**config.mk**
```make
export PLATFORM = sky130hd
export DESIGN_NAME = adccfg_regs
export DESIGN_NICKNAME = d
export VERILOG_FILES = /design/src/hdl/adccfg_pkg.sv /design/src/hdl/adccfg_regs.sv
export SDC_FILE = /design/constraint.sdc
export NUM_CORES = 1
export LEC_CHECK = 0
export BUFFER_PORTS_ARGS = -buffer_cell sky130_fd_sc_hd__buf_2
export CAP_MARGIN = 40
export CORE_UTILIZATION = 50
export CTS_BUF_LIST = sky130_fd_sc_hd__clkbuf_8
export CTS_CLUSTER_SIZE = 16
export DETAILED_ROUTE_END_ITERATION = 8
export GPL_TIMING_DRIVEN = 0
export PLACE_DENSITY = 0.73
export SYNTH_ARGS = -nofsm -noshare
export SYNTH_HDL_FRONTEND = slang
export SYNTH_SLANG_ARGS = --single-unit
```
**constraint.sdc**
```tcl
create_clock -name pclk -period 2.8 [get_ports pclk]
set_input_delay 0.42 -clock pclk [delete_from_list [all_inputs] [get_ports pclk]]
set_output_delay 0.42 -clock pclk [all_outputs]
set_load 0.02 [all_outputs]
```
**src/hdl/adccfg_pkg.sv**
```systemverilog
package adccfg_pkg;

  // Register indices; byte address is four times the index.
  localparam logic [3:0] IDX_CONTROL   = 4'h0;
  localparam logic [3:0] IDX_CH1_PRI   = 4'h2;
  localparam logic [3:0] IDX_CH1_SEC   = 4'h3;
  localparam logic [3:0] IDX_CH2_PRI   = 4'h5;
  localparam logic [3:0] IDX_CH2_SEC   = 4'h6;
  localparam logic [3:0] IDX_TEMP_PRI  = 4'h8;
  localparam logic [3:0] IDX_TEMP_SEC  = 4'h9;
  localparam logic [3:0] IDX_CONV_STAT = 4'hA;

  // Writable bit masks per register.
  localparam logic [15:0] MASK_CH_PRI   = 16'hFF7F;
  localparam logic [15:0] MASK_TEMP_PRI = 16'h077F;
  localparam logic [15:0] MASK_CH_SEC   = 16'h0073;
  localparam logic [15:0] MASK_TEMP_SEC = 16'h0070;
  localparam logic [15:0] MASK_CONTROL  = 16'h0F07;

  // Values after reset.
  localparam logic [15:0] RST_PRI     = 16'h0000;
  localparam logic [15:0] RST_SEC     = 16'h0070;
  localparam logic [15:0] RST_CONTROL = 16'h0000;

  // Field positions.
  localparam int GAIN_LSB = 11;
  localparam int CLK_LSB  = 8;
  localparam int RES_LSB  = 4;
  localparam int BIAS_LSB = 4;
  localparam int SRC_LSB  = 8;

  // Single-ended source codes.
  localparam logic [3:0] SRC_NONE     = 4'h0;
  localparam logic [3:0] SRC_BANDGAP  = 4'h1;
  localparam logic [3:0] SRC_SMALL    = 4'h2;
  localparam logic [3:0] SRC_LARGE    = 4'h3;
  localparam logic [3:0] SRC_SUPPLY   = 4'h4;
  localparam logic [3:0] SRC_GROUND   = 4'h5;
  localparam logic [3:0] SRC_DAC_SM   = 4'h6;
  localparam logic [3:0] SRC_DAC_LG   = 4'h7;
  localparam logic [3:0] SRC_POS_PIN  = 4'h8;
  localparam logic [3:0] SRC_NEG_PIN  = 4'h9;

  // Route codes on the positive ADC input.
  typedef enum logic [3:0] {
    ADCCFG_RT_DIFF    = 4'h0,
    ADCCFG_RT_BANDGAP = 4'h1,
    ADCCFG_RT_SMALL   = 4'h2,
    ADCCFG_RT_LARGE   = 4'h3,
    ADCCFG_RT_SUPPLY  = 4'h4,
    ADCCFG_RT_GROUND  = 4'h5,
    ADCCFG_RT_DAC_SM  = 4'h6,
    ADCCFG_RT_DAC_LG  = 4'h7,
    ADCCFG_RT_POS     = 4'h8,
    ADCCFG_RT_NEG     = 4'h9,
    ADCCFG_RT_NONE    = 4'hF
  } adccfg_route_e;

  // Gain selection code 31 means the fixed reduced gain, 30 undefined.
  localparam logic [4:0] GSEL_FIXED = 5'h1F;
  localparam logic [4:0] GSEL_UNDEF = 5'h1E;

  // Converter busy time per conversion, in cycles.
  localparam logic [7:0] CONV_CYCLES = 8'h10;

  typedef enum logic [1:0] {
    ADCCFG_IDLE = 2'b00,
    ADCCFG_BUSY = 2'b01,
    ADCCFG_DONE = 2'b11
  } adccfg_state_e;

endpackage : adccfg_pkg

```
**src/hdl/adccfg_regs.sv**
```systemverilog
// Overview of operation
// (RULE_01) Codes 0010/0011 route small/large amplifier output.
// (RULE_02) Codes 0110/0111 convert DAC via follower.
// (RULE_03) Codes 1000/1001 convert positive/negative pin.
// (RULE_04) Supply, ground, DAC codes force 0.7 gain.
// (RULE_05) Channel 1 primary: gain, divider, resolution.
// (RULE_06) Bit 3 offset sign, bits 2-0 magnitude.
// (RULE_07) Channel 1 secondary: bias and reference.
// (RULE_08) Channel 2 primary mirrors channel 1.
// (RULE_09) Channel 2 secondary: bias and reference.
// (RULE_10) Temperature primary has no gain field.
// (RULE_11) Temperature secondary holds only bias.
// (RULE_12) Decode gain code into seventeen gains.
// (RULE_13) Start bit converts with own settings, self-clears; if several are set, only the top-priority one converts and all clear.
// (RULE_14) Source codes apply only to channels.
// (RULE_15) Unused bits read zero, ignore writes.
// (RULE_16) Software uses only listed codes.
module adccfg_regs (
  input  wire logic        pclk,
  input  wire logic        presetn,
  input  wire logic        psel,
  input  wire logic        penable,
  input  wire logic        pwrite,
  input  wire logic [7:0]  paddr,
  input  wire logic [31:0] pwdata,
  output logic [31:0]      prdata,
  output logic             pready,
  output logic             pslverr,
  output logic             cpu_halt,
  output logic             conv_active,
  output logic [1:0]       conv_channel,
  output logic [3:0]       adc_route,
  output logic [4:0]       gain_select,
  output logic [2:0]       adc_clock_divider_code,
  output logic [2:0]       conversion_resolution_code,
  output logic             coarse_offset_sign,
  output logic [2:0]       coarse_offset_magnitude,
  output logic [2:0]       converter_bias_code,
  output logic [1:0]       reference_source_select
);

  logic [15:0] ch1_pri_reg;
  logic [15:0] ch1_sec_reg;
  logic [15:0] ch2_pri_reg;
  logic [15:0] ch2_sec_reg;
  logic [15:0] temp_pri_reg;
  logic [15:0] temp_sec_reg;
  logic [15:0] control_reg;
  logic [7:0]  conv_cnt_reg;
  logic [2:0]  done_reg;
  adccfg_pkg::adccfg_state_e state_reg;

  logic        wr_en;
  logic        rd_en;
  logic [3:0]  idx;
  logic        addr_ok;
  logic [15:0] wdata;
  logic [15:0] rd_word;
  logic [1:0]  sel_chan;
  logic [15:0] pri_sel;
  logic [15:0] sec_sel;
  logic [3:0]  src;
  adccfg_pkg::adccfg_route_e route_next;
  logic [4:0]  gsel_next;

  // Address decode: aligned words, index in bits 5..2.
  assign idx     = paddr[5:2];
  assign addr_ok = (paddr[7:6] == 2'b00) && (paddr[1:0] == 2'b00) &&
                   (idx == adccfg_pkg::IDX_CONTROL  ||
                    idx == adccfg_pkg::IDX_CH1_PRI  ||
                    idx == adccfg_pkg::IDX_CH1_SEC  ||
                    idx == adccfg_pkg::IDX_CH2_PRI  ||
                    idx == adccfg_pkg::IDX_CH2_SEC  ||
                    idx == adccfg_pkg::IDX_TEMP_PRI ||
                    idx == adccfg_pkg::IDX_TEMP_SEC ||
                    idx == adccfg_pkg::IDX_CONV_STAT);
  assign wr_en   = psel && penable && pwrite && addr_ok;
  assign rd_en   = psel && !pwrite;
  assign wdata   = pwdata[15:0];

  // Channel settings writes, unused bits masked off.
  // (RULE_05) channel 1 fields
  // (RULE_06) offset sign/magnitude kept
  // (RULE_08) channel 2 same fields
  // (RULE_15) unused bits dropped
  always_ff @(posedge pclk or negedge presetn) begin
    if (!presetn) begin
      ch1_pri_reg <= adccfg_pkg::RST_PRI;
      ch2_pri_reg <= adccfg_pkg::RST_PRI;
    end else if (wr_en) begin
      if (idx == adccfg_pkg::IDX_CH1_PRI) begin
        ch1_pri_reg <= wdata & adccfg_pkg::MASK_CH_PRI;
      end
      if (idx == adccfg_pkg::IDX_CH2_PRI) begin
        ch2_pri_reg <= wdata & adccfg_pkg::MASK_CH_PRI;
      end
    end
  end

  // Secondary and temperature settings writes.
  // (RULE_07) bias and reference
  // (RULE_09) channel 2 bias/reference
  // (RULE_10) temperature no gain
  // (RULE_11) temperature bias only
  always_ff @(posedge pclk or negedge presetn) begin
    if (!presetn) begin
      ch1_sec_reg  <= adccfg_pkg::RST_SEC;
      ch2_sec_reg  <= adccfg_pkg::RST_SEC;
      temp_pri_reg <= adccfg_pkg::RST_PRI;
      temp_sec_reg <= adccfg_pkg::RST_SEC;
    end else if (wr_en) begin
      if (idx == adccfg_pkg::IDX_CH1_SEC) begin
        ch1_sec_reg <= wdata & adccfg_pkg::MASK_CH_SEC;
      end
      if (idx == adccfg_pkg::IDX_CH2_SEC) begin
        ch2_sec_reg <= wdata & adccfg_pkg::MASK_CH_SEC;
      end
      if (idx == adccfg_pkg::IDX_TEMP_PRI) begin
        temp_pri_reg <= wdata & adccfg_pkg::MASK_TEMP_PRI;
      end
      if (idx == adccfg_pkg::IDX_TEMP_SEC) begin
        temp_sec_reg <= wdata & adccfg_pkg::MASK_TEMP_SEC;
      end
    end
  end

  // Control register; start bits self-clear when conversion ends.
  // (RULE_13) start and self-clear
  always_ff @(posedge pclk or negedge presetn) begin
    if (!presetn) begin
      control_reg <= adccfg_pkg::RST_CONTROL;
    end else if (wr_en && idx == adccfg_pkg::IDX_CONTROL &&
                 state_reg == adccfg_pkg::ADCCFG_IDLE) begin
      control_reg <= wdata & adccfg_pkg::MASK_CONTROL;
    end else if (state_reg == adccfg_pkg::ADCCFG_DONE) begin
      control_reg[2:0] <= 3'h0;
    end
  end

  // Priority pick of channel: 1 over 2 over temperature.
  always_comb begin
    if (control_reg[2]) begin
      sel_chan = 2'd1;
      pri_sel  = ch1_pri_reg;
      sec_sel  = ch1_sec_reg;
    end else if (control_reg[1]) begin
      sel_chan = 2'd2;
      pri_sel  = ch2_pri_reg;
      sec_sel  = ch2_sec_reg;
    end else begin
      sel_chan = 2'd3;
      pri_sel  = temp_pri_reg;
      sec_sel  = temp_sec_reg;
    end
  end

  // Source decode into route and gain selection.
  assign src = control_reg[adccfg_pkg::SRC_LSB +: 4];
  always_comb begin
    route_next = adccfg_pkg::ADCCFG_RT_NONE;
    gsel_next  = adccfg_pkg::GSEL_UNDEF;
    // (RULE_12) gain code decode
    unique case (pri_sel[adccfg_pkg::GAIN_LSB +: 5])
      5'h00, 5'h01, 5'h02, 5'h03, 5'h04, 5'h05, 5'h06, 5'h07, 5'h08,
      5'h0A, 5'h0C, 5'h0E, 5'h10, 5'h14, 5'h18, 5'h1C, 5'h1E: begin
        gsel_next = pri_sel[adccfg_pkg::GAIN_LSB +: 5];
      end
      default: begin
        gsel_next = adccfg_pkg::GSEL_UNDEF;
      end
    endcase
    if (sel_chan == 2'd3) begin
      // (RULE_14) temperature rejects any source
      route_next = (src == adccfg_pkg::SRC_NONE) ?
                   adccfg_pkg::ADCCFG_RT_DIFF : adccfg_pkg::ADCCFG_RT_NONE;
      gsel_next  = 5'h00;
    end else begin
      unique case (src)
        adccfg_pkg::SRC_NONE:    route_next = adccfg_pkg::ADCCFG_RT_DIFF;
        adccfg_pkg::SRC_BANDGAP: begin
          route_next = adccfg_pkg::ADCCFG_RT_BANDGAP;
          gsel_next  = 5'h00;
        end
        // (RULE_01) amplifier outputs
        adccfg_pkg::SRC_SMALL:   route_next = adccfg_pkg::ADCCFG_RT_SMALL;
        adccfg_pkg::SRC_LARGE:   route_next = adccfg_pkg::ADCCFG_RT_LARGE;
        // (RULE_04) fixed reduced gain
        adccfg_pkg::SRC_SUPPLY, adccfg_pkg::SRC_GROUND: begin
          route_next = adccfg_pkg::adccfg_route_e'(src);
          gsel_next  = adccfg_pkg::GSEL_FIXED;
        end
        // (RULE_02) DAC via follower
        adccfg_pkg::SRC_DAC_SM, adccfg_pkg::SRC_DAC_LG: begin
          route_next = adccfg_pkg::adccfg_route_e'(src);
          gsel_next  = adccfg_pkg::GSEL_FIXED;
        end
        // (RULE_03) sensor pins
        adccfg_pkg::SRC_POS_PIN: route_next = adccfg_pkg::ADCCFG_RT_POS;
        adccfg_pkg::SRC_NEG_PIN: route_next = adccfg_pkg::ADCCFG_RT_NEG;
        default:                 route_next = adccfg_pkg::ADCCFG_RT_NONE;
      endcase
    end
  end

  // Conversion sequencer holding the CPU while busy.
  // (RULE_13) halt during conversion
  always_ff @(posedge pclk or negedge presetn) begin
    if (!presetn) begin
      state_reg    <= adccfg_pkg::ADCCFG_IDLE;
      conv_cnt_reg <= 8'h00;
    end else begin
      unique case (state_reg)
        adccfg_pkg::ADCCFG_IDLE: begin
          if (control_reg[2:0] != 3'h0) begin
            state_reg    <= adccfg_pkg::ADCCFG_BUSY;
            conv_cnt_reg <= adccfg_pkg::CONV_CYCLES;
          end
        end
        adccfg_pkg::ADCCFG_BUSY: begin
          conv_cnt_reg <= conv_cnt_reg - 8'h01;
          if (conv_cnt_reg == 8'h01) begin
            state_reg <= adccfg_pkg::ADCCFG_DONE;
          end
        end
        adccfg_pkg::ADCCFG_DONE: state_reg <= adccfg_pkg::ADCCFG_IDLE;
        default:                 state_reg <= adccfg_pkg::ADCCFG_IDLE;
      endcase
    end
  end

  // Sticky done flags; a finishing conversion wins over a clear.
  always_ff @(posedge pclk or negedge presetn) begin
    if (!presetn) begin
      done_reg <= 3'h0;
    end else begin
      done_reg <= (wr_en && idx == adccfg_pkg::IDX_CONV_STAT) ?
                  (done_reg & ~pwdata[2:0]) : done_reg;
      if (state_reg == adccfg_pkg::ADCCFG_DONE) begin
        done_reg[3 - sel_chan] <= 1'b1;
      end
    end
  end

  // Settings presented to the analog front end, latched while busy.
  // (RULE_13) own channel settings used
  always_ff @(posedge pclk or negedge presetn) begin
    if (!presetn) begin
      conv_active                <= 1'b0;
      cpu_halt                   <= 1'b0;
      conv_channel               <= 2'd0;
      adc_route                  <= adccfg_pkg::ADCCFG_RT_NONE;
      gain_select                <= 5'h00;
      adc_clock_divider_code     <= 3'h0;
      conversion_resolution_code <= 3'h0;
      coarse_offset_sign         <= 1'b0;
      coarse_offset_magnitude    <= 3'h0;
      converter_bias_code        <= 3'h0;
      reference_source_select    <= 2'h0;
    end else begin
      conv_active <= (state_reg == adccfg_pkg::ADCCFG_IDLE) ?
                     (control_reg[2:0] != 3'h0) :
                     (state_reg == adccfg_pkg::ADCCFG_BUSY &&
                      conv_cnt_reg != 8'h01);
      cpu_halt    <= (state_reg == adccfg_pkg::ADCCFG_IDLE) ?
                     (control_reg[2:0] != 3'h0) :
                     (state_reg == adccfg_pkg::ADCCFG_BUSY &&
                      conv_cnt_reg != 8'h01);
      if (state_reg == adccfg_pkg::ADCCFG_IDLE &&
          control_reg[2:0] != 3'h0) begin
        conv_channel               <= sel_chan;
        adc_route                  <= route_next;
        gain_select                <= gsel_next;
        adc_clock_divider_code     <= pri_sel[adccfg_pkg::CLK_LSB +: 3];
        conversion_resolution_code <= pri_sel[adccfg_pkg::RES_LSB +: 3];
        // (RULE_06) sign and magnitude
        coarse_offset_sign         <= pri_sel[3];
        coarse_offset_magnitude    <= pri_sel[2:0];
        converter_bias_code        <= sec_sel[adccfg_pkg::BIAS_LSB +: 3];
        reference_source_select    <= sec_sel[1:0];
      end
    end
  end

  // Read mux.
  always_comb begin
    unique case (idx)
      adccfg_pkg::IDX_CONTROL:   rd_word = control_reg;
      adccfg_pkg::IDX_CH1_PRI:   rd_word = ch1_pri_reg;
      adccfg_pkg::IDX_CH1_SEC:   rd_word = ch1_sec_reg;
      adccfg_pkg::IDX_CH2_PRI:   rd_word = ch2_pri_reg;
      adccfg_pkg::IDX_CH2_SEC:   rd_word = ch2_sec_reg;
      adccfg_pkg::IDX_TEMP_PRI:  rd_word = temp_pri_reg;
      adccfg_pkg::IDX_TEMP_SEC:  rd_word = temp_sec_reg;
      adccfg_pkg::IDX_CONV_STAT: rd_word = {13'h0000, done_reg};
      default:                   rd_word = 16'h0000;
    endcase
  end

  // APB answer: no wait states, error on unmapped addresses.
  always_ff @(posedge pclk or negedge presetn) begin
    if (!presetn) begin
      pready  <= 1'b0;
      pslverr <= 1'b0;
      prdata  <= 32'h0000_0000;
    end else begin
      pready  <= psel && !penable;
      pslverr <= psel && !penable && !addr_ok;
      prdata  <= (rd_en && !penable && addr_ok) ?
                 {16'h0000, rd_word} : 32'h0000_0000;
    end
  end
endmodule : adccfg_regs

```
Yosys cells after proc, flatten, opt, wreduce, memory -nomap -nowiden
Index checks and enable logic that the tools add are counted.

Register bits: 118. Bits in latches: 0. Memory bits (writable): 0. ROM bits: 0. Bits of input ports: 45. Output and inout bits: 62. Logic and storage cells: 141. Memories kept: 0.

$add $sub $neg: 2. Multiply operators: 0. Div/mod/pow operators: 0. $lt $le $gt $ge: 2. Equality and inequality tests: 39. Shifts and indexed selects: 0. Multiplexer cells: 26. Bitwise operators: 3. Reduce and logical (&&, ||, !) cells: 45.

Operator list (number): 16-bit one-hot mux with 8 select lines (1); 16-bit two-way mux (3); 32-bit by 1-bit >= comparator with 1-bit output (second input constant) (1); 32-bit by 3-bit < comparator with 1-bit output (second input constant) (1); 4-bit one-hot mux with 7 select lines (1); 5-bit equality test (second input constant) (5); 4-bit by 3-bit equality test with 1-bit output (second input constant) (6); 4-bit equality test (second input constant) (5); 5-bit by 3-bit equality test with 1-bit output (second input constant) (4); 5-bit by 4-bit equality test with 1-bit output (second input constant) (4); 17-bit OR reduction (1); 4-bit by 2-bit equality test with 1-bit output (second input constant) (4); 1-bit logical AND (16); 8-bit one-hot mux with 2 select lines (1); 2-bit AND reduction (8); 7-bit two-way mux (2); 3-bit two-way mux (4); 5-bit by 2-bit equality test with 1-bit output (second input constant) (2); 5-bit two-way mux (2); 5-bit one-hot mux with 2 select lines (1); 8-bit by 1-bit equality test with 1-bit output (second input constant) (1); 4-bit zero test (2); 4-bit two-way mux (2); 8-bit two-way mux (1); 23 further kinds (39).

Logic depth before layout (Yosys ltp)
Depth in word-level cells: 14. Mapped depth: 8. Gate-level depth less buffers: 6.

Least setup slack after synthesis
No wires, ideal clock.

Kind: input-to-reg. From: input port paddr[5]. To: register ch1_pri_reg[10]. Setup time: 0.127 ns. Arrival: 1.702 ns. Slack: 0.971 ns. Cell stages on the path: 6. Path through: buf_2 -> nor3_2 -> and2_1 -> buf_4 -> buf_6 -> mux2_1.

Word-level cells in the longest chain between the ends: 11.

RTL lines: from (decl) (line adccfg_regs.sv:24) `input wire logic [7:0] paddr,`; 4-bit by 2-bit equality test with 1-bit output or 4-bit zero test (tied branches) (line adccfg_regs.sv:70, adccfg_regs.sv:91, adccfg_regs.sv:69); 1-bit logical OR (line adccfg_regs.sv:69) `(idx == adccfg_pkg::IDX_CONTROL ||`; 1-bit logical OR (line adccfg_regs.sv:70) `idx == adccfg_pkg::IDX_CH1_PRI ||`; 1-bit logical OR (line adccfg_regs.sv:71) `idx == adccfg_pkg::IDX_CH1_SEC ||`; 1-bit logical OR (line adccfg_regs.sv:72) `idx == adccfg_pkg::IDX_CH2_PRI ||`; 1-bit logical OR (line adccfg_regs.sv:73) `idx == adccfg_pkg::IDX_CH2_SEC ||`; 1-bit logical OR (line adccfg_regs.sv:74) `idx == adccfg_pkg::IDX_TEMP_PRI ||`; 1-bit logical OR (line adccfg_regs.sv:75) `idx == adccfg_pkg::IDX_TEMP_SEC ||`; 1-bit logical AND (line adccfg_regs.sv:68) `assign addr_ok = (paddr[7:6] == 2'b00) && (paddr[1:0] == 2'b00) &&`; 1-bit logical AND (line adccfg_regs.sv:77) `assign wr_en = psel && penable && pwrite && addr_ok;`; 2-bit AND reduction (no source line) (*); to (signal assigned) (line adccfg_regs.sv:88) `ch1_pri_reg <= adccfg_pkg::RST_PRI;`; to (signal assigned) (line adccfg_regs.sv:92) `ch1_pri_reg <= wdata & adccfg_pkg::MASK_CH_PRI;`; to (decl) (line adccfg_regs.sv:42) `logic [15:0] ch1_pri_reg;`.

Every way passes the cells marked *; elsewhere a longest branch is shown, timed or not. A chain may end at the register's enable or synchronous reset.

Final worst setup path
From: register control_reg[2]. To: register conversion_resolution_code[2].

Word-level cells in the longest chain between the ends: 2.

RTL lines: from (decl) (line adccfg_regs.sv:48) `logic [15:0] control_reg;`; from (signal assigned) (line adccfg_regs.sv:131) `control_reg <= adccfg_pkg::RST_CONTROL;`; from (signal assigned) (line adccfg_regs.sv:134) `control_reg <= wdata & adccfg_pkg::MASK_CONTROL;`; 3-bit nonzero test (line adccfg_regs.sv:269) `control_reg[2:0] != 3'h0) begin`; 1-bit logical AND (line adccfg_regs.sv:268) `if (state_reg == adccfg_pkg::ADCCFG_IDLE &&`; to (signal assigned) (line adccfg_regs.sv:274) `conversion_resolution_code <= pri_sel[adccfg_pkg::RES_LSB +: 3];`; to (decl) (line adccfg_regs.sv:35) `output logic [2:0] conversion_resolution_code,`.

Parallel ways exist; a longest one is shown, timed or not.

==> flow_metrics.env <==
export IMPL_route_top_layer_used="met4"
export IMPL_met2_length_mm=6.80
export IMPL_placed_area_um2=6280
export IMPL_synthXorXnorAreaFrac_pct=0
export IMPL_grt_pass1_vias=4315
export IMPL_rsz0062_at_grt="false"
export IMPL_synth_edff_count=0
export IMPL_grt_use_total_pct=25.6
export IMPL_slowest_stage="buf_1"
export IMPL_htree_levels=4
export IMPL_place_hpwl_mm=9.91
export IMPL_grt_overflow=0
export IMPL_cts_setup_buffers=0
export IMPL_cts_tree="done"
export IMPL_core_area_um2=10900
export IMPL_m1WireLength_mm=6.10
export IMPL_drive_above_1_share_pct=32.1
export IMPL_root_buffer="clkbuf_8"
export IMPL_setup_viol=0
export IMPL_ant_nets=0
export IMPL_critPathMaxStageDelay_ps=540
export IMPL_hp_class="input pin to async pin"
export IMPL_status="completed"
export IMPL_worstPathRequired_ps=3100
export IMPL_final_cell_mix="dfrtp_1, buf_2, nand2_1"
export IMPL_cts_buffers=17
export IMPL_grt_pass1_wl_mm=22.2
export IMPL_dr_first_iter_drc_count=261
export IMPL_diodes=0
export IMPL_pre_cts_slack_ps=421
export IMPL_crit_path_start_kind="register"
export IMPL_grt_start_max_net_pins=66
export IMPL_synthAdderAreaFrac_pct=0.442
export IMPL_clock_sinks=117
export IMPL_area_delta_synth_final_pct=19.2
export IMPL_maxSlewHeadroom_pct=43.3
export IMPL_fillers=878
export IMPL_max_clock_freq_mhz=444
export IMPL_path_class="register to register"
export IMPL_crit_chain="buf_2 -> clkbuf_1 -> buf_1 -> nor2_1 -> a21oi_1 -> o21ai_0"
export IMPL_peakVddDrop_mv=0.311
export IMPL_cp_num_cells=6
export IMPL_async_reset_ff_share_pct=100
export IMPL_tightestPinTransition_ps=845
export IMPL_die_h_um=108
export IMPL_finalHoldViolCount=0
export IMPL_final_common_cell="dfrtp_1"
export IMPL_seq_area_frac_synth_pct=52.0
export IMPL_routedWlPerCell_um=18.2
export IMPL_leakagePower_nw=3.27
export IMPL_synth_mux_area_share_pct=15.7
export IMPL_vias=4472
export IMPL_insertion_delay_ps=430
export IMPL_wl_met3_um=867
export IMPL_die_w_um=108
export IMPL_drtPass1Iterations=6
export IMPL_fp_dieArea_um2=11700
export IMPL_post_cts_resized=0
export IMPL_critPathArrivalTime_ps=2550
export IMPL_crit_family="buffers and inverters"
export IMPL_drt_vias_per_instance=5.81
export IMPL_antenna_found_initial=0
export IMPL_synth_top_family_by_area="multiplexers"
export IMPL_synth_top_flop_cell="dfrtp_1"
export IMPL_finalWorstSetupSlack_ps=546
export IMPL_rows=38
export IMPL_drc_errors=0
export IMPL_fin_util_pct=61.7
export IMPL_finalCritPeriodShare_pct=80.5
export IMPL_ios=107
export IMPL_maxCapViolations=0
export IMPL_power_density_nw_per_um2=627
export IMPL_hold_buffers=0
export IMPL_clk_pin_slew_ps=70
export IMPL_total_power_mw=4.23
export IMPL_slew_violations=0
export IMPL_fin_nets=665
export IMPL_path_buf_inv=3
export IMPL_clock_skew_final_ps=9.59
export IMPL_yosys_warnings=0
export IMPL_synth_area_per_cell_um2=11.1
export IMPL_gp_congestion=0.890
export IMPL_yosysUniqueCellTypes=59
export IMPL_stdcell_area_um2=6750
export IMPL_synth_seq_cells=117
export IMPL_yosys_area_share_simple_pct=12.5
export IMPL_r2r_worst_path_cells=6
export IMPL_period_minus_slack_ps=2250
export IMPL_critical_path_endpoint_type="register"
export IMPL_start_util_pct=51.7
export IMPL_synth_area_um2=5660
export IMPL_synth_compound_area_share_pct=13.3
export IMPL_io_buffers=71
export IMPL_drt_total_wl_mm=14.0
export IMPL_path_max_fanout=10
export IMPL_clockBufferDepth=2
export IMPL_synthCells=511
==> worst paths after layout <==
check / start / slack (ps) / to
setup / recovery: control_reg[2] / 550 / conversion_resolution_code[2]
hold / removal: presetn / 30 / conv_cnt_reg[4]
setup reg to reg: control_reg[2] / 550 / conversion_resolution_code[2]
hold reg to reg: adc_route[0] / 460 / adc_route[0]
max in group asynchronous: presetn / 1990 / adc_route[2]
min in group pclk: pwdata[14] / 220 / ch1_pri_reg[14]
==> logic make-up after synthesis <==
logic type | Yosys count
and+or+nand+nor | 138
other | 1
buffers and inverters | 58
DFF | 117
muxes | 81
adders and majority gates | 2
AOI/OAI and AO/OA | 114
==> layer usage <==
metal / up-vias / global-route usage [%]
li1: 2027 / -
met1: 2239 / 34.2
met2: 185 / 40.8
met3: 21 / 5.24
met4: 0 / 10.5
met5: - / 0
==> metrics by stage <==
stage / cells / TNS [ps] / hold slack (ps)
global route: 770 / 0 / 89.6
finish: 770 / 0 / 29.4
CTS: 770 / 0 / 32.4
global placement: 738 / -1290 / 446
detailed placement: 739 / 0 / 446
floorplan: 527 / 0 / 124
==> synthesized netlist by cell type, drive strengths merged (2+ instances only) <==
library cell	number	area share [%]
a21oi	31	2.7
a221oi	4	0.62
a222oi	4	0.71
a22o	6	0.93
a22oi	14	1.9
a2bb2oi	2	0.31
a32o	2	0.35
a32oi	3	0.46
and2	7	0.77
buf	40	4.7
clkbuf	10	0.66
dfrtp	104	46
dfstp	13	6.0
ha	2	0.44
inv	8	0.53
mux2	60	12
mux2i	21	3.7
nand2	41	2.7
nand2b	6	0.71
nand3	8	0.71
nand3b	7	0.93
nand4	2	0.22
nor2	35	2.3
nor2b	6	0.66
nor3	6	0.62
nor3b	3	0.40
nor4	6	0.93
o21ai	33	3.0
o22a	2	0.31
o2bb2ai	2	0.31
o311ai	2	0.44
or2	2	0.22
or3	2	0.22
==> power breakdown <==
| group | total (mW) | switching, mW | leakage, nW | internal (mW) |
|---|---|---|---|---|
| clock network | 1.79 | 0.651 | 0.237 | 1.14 |
| registers | 1.91 | 0.105 | 1.56 | 1.81 |
| logic | 0.523 | 0.323 | 1.48 | 0.200 |
==> area by class of cell <==
class                           count  area (µm²)  area share [%]
Multi-Input combinational cell    352        2440            36.2
Timing Repair Buffer               72         385            5.71
Tap cell                          140         175            2.60
Inverter                            8        30.0           0.445
Sequential cell                   117        2940            43.6
Clock buffer                       21         289            4.28
Buffer                             50         305            4.53
Clock inverter                     10         178            2.63
Power figures use the tool's default switching activity.
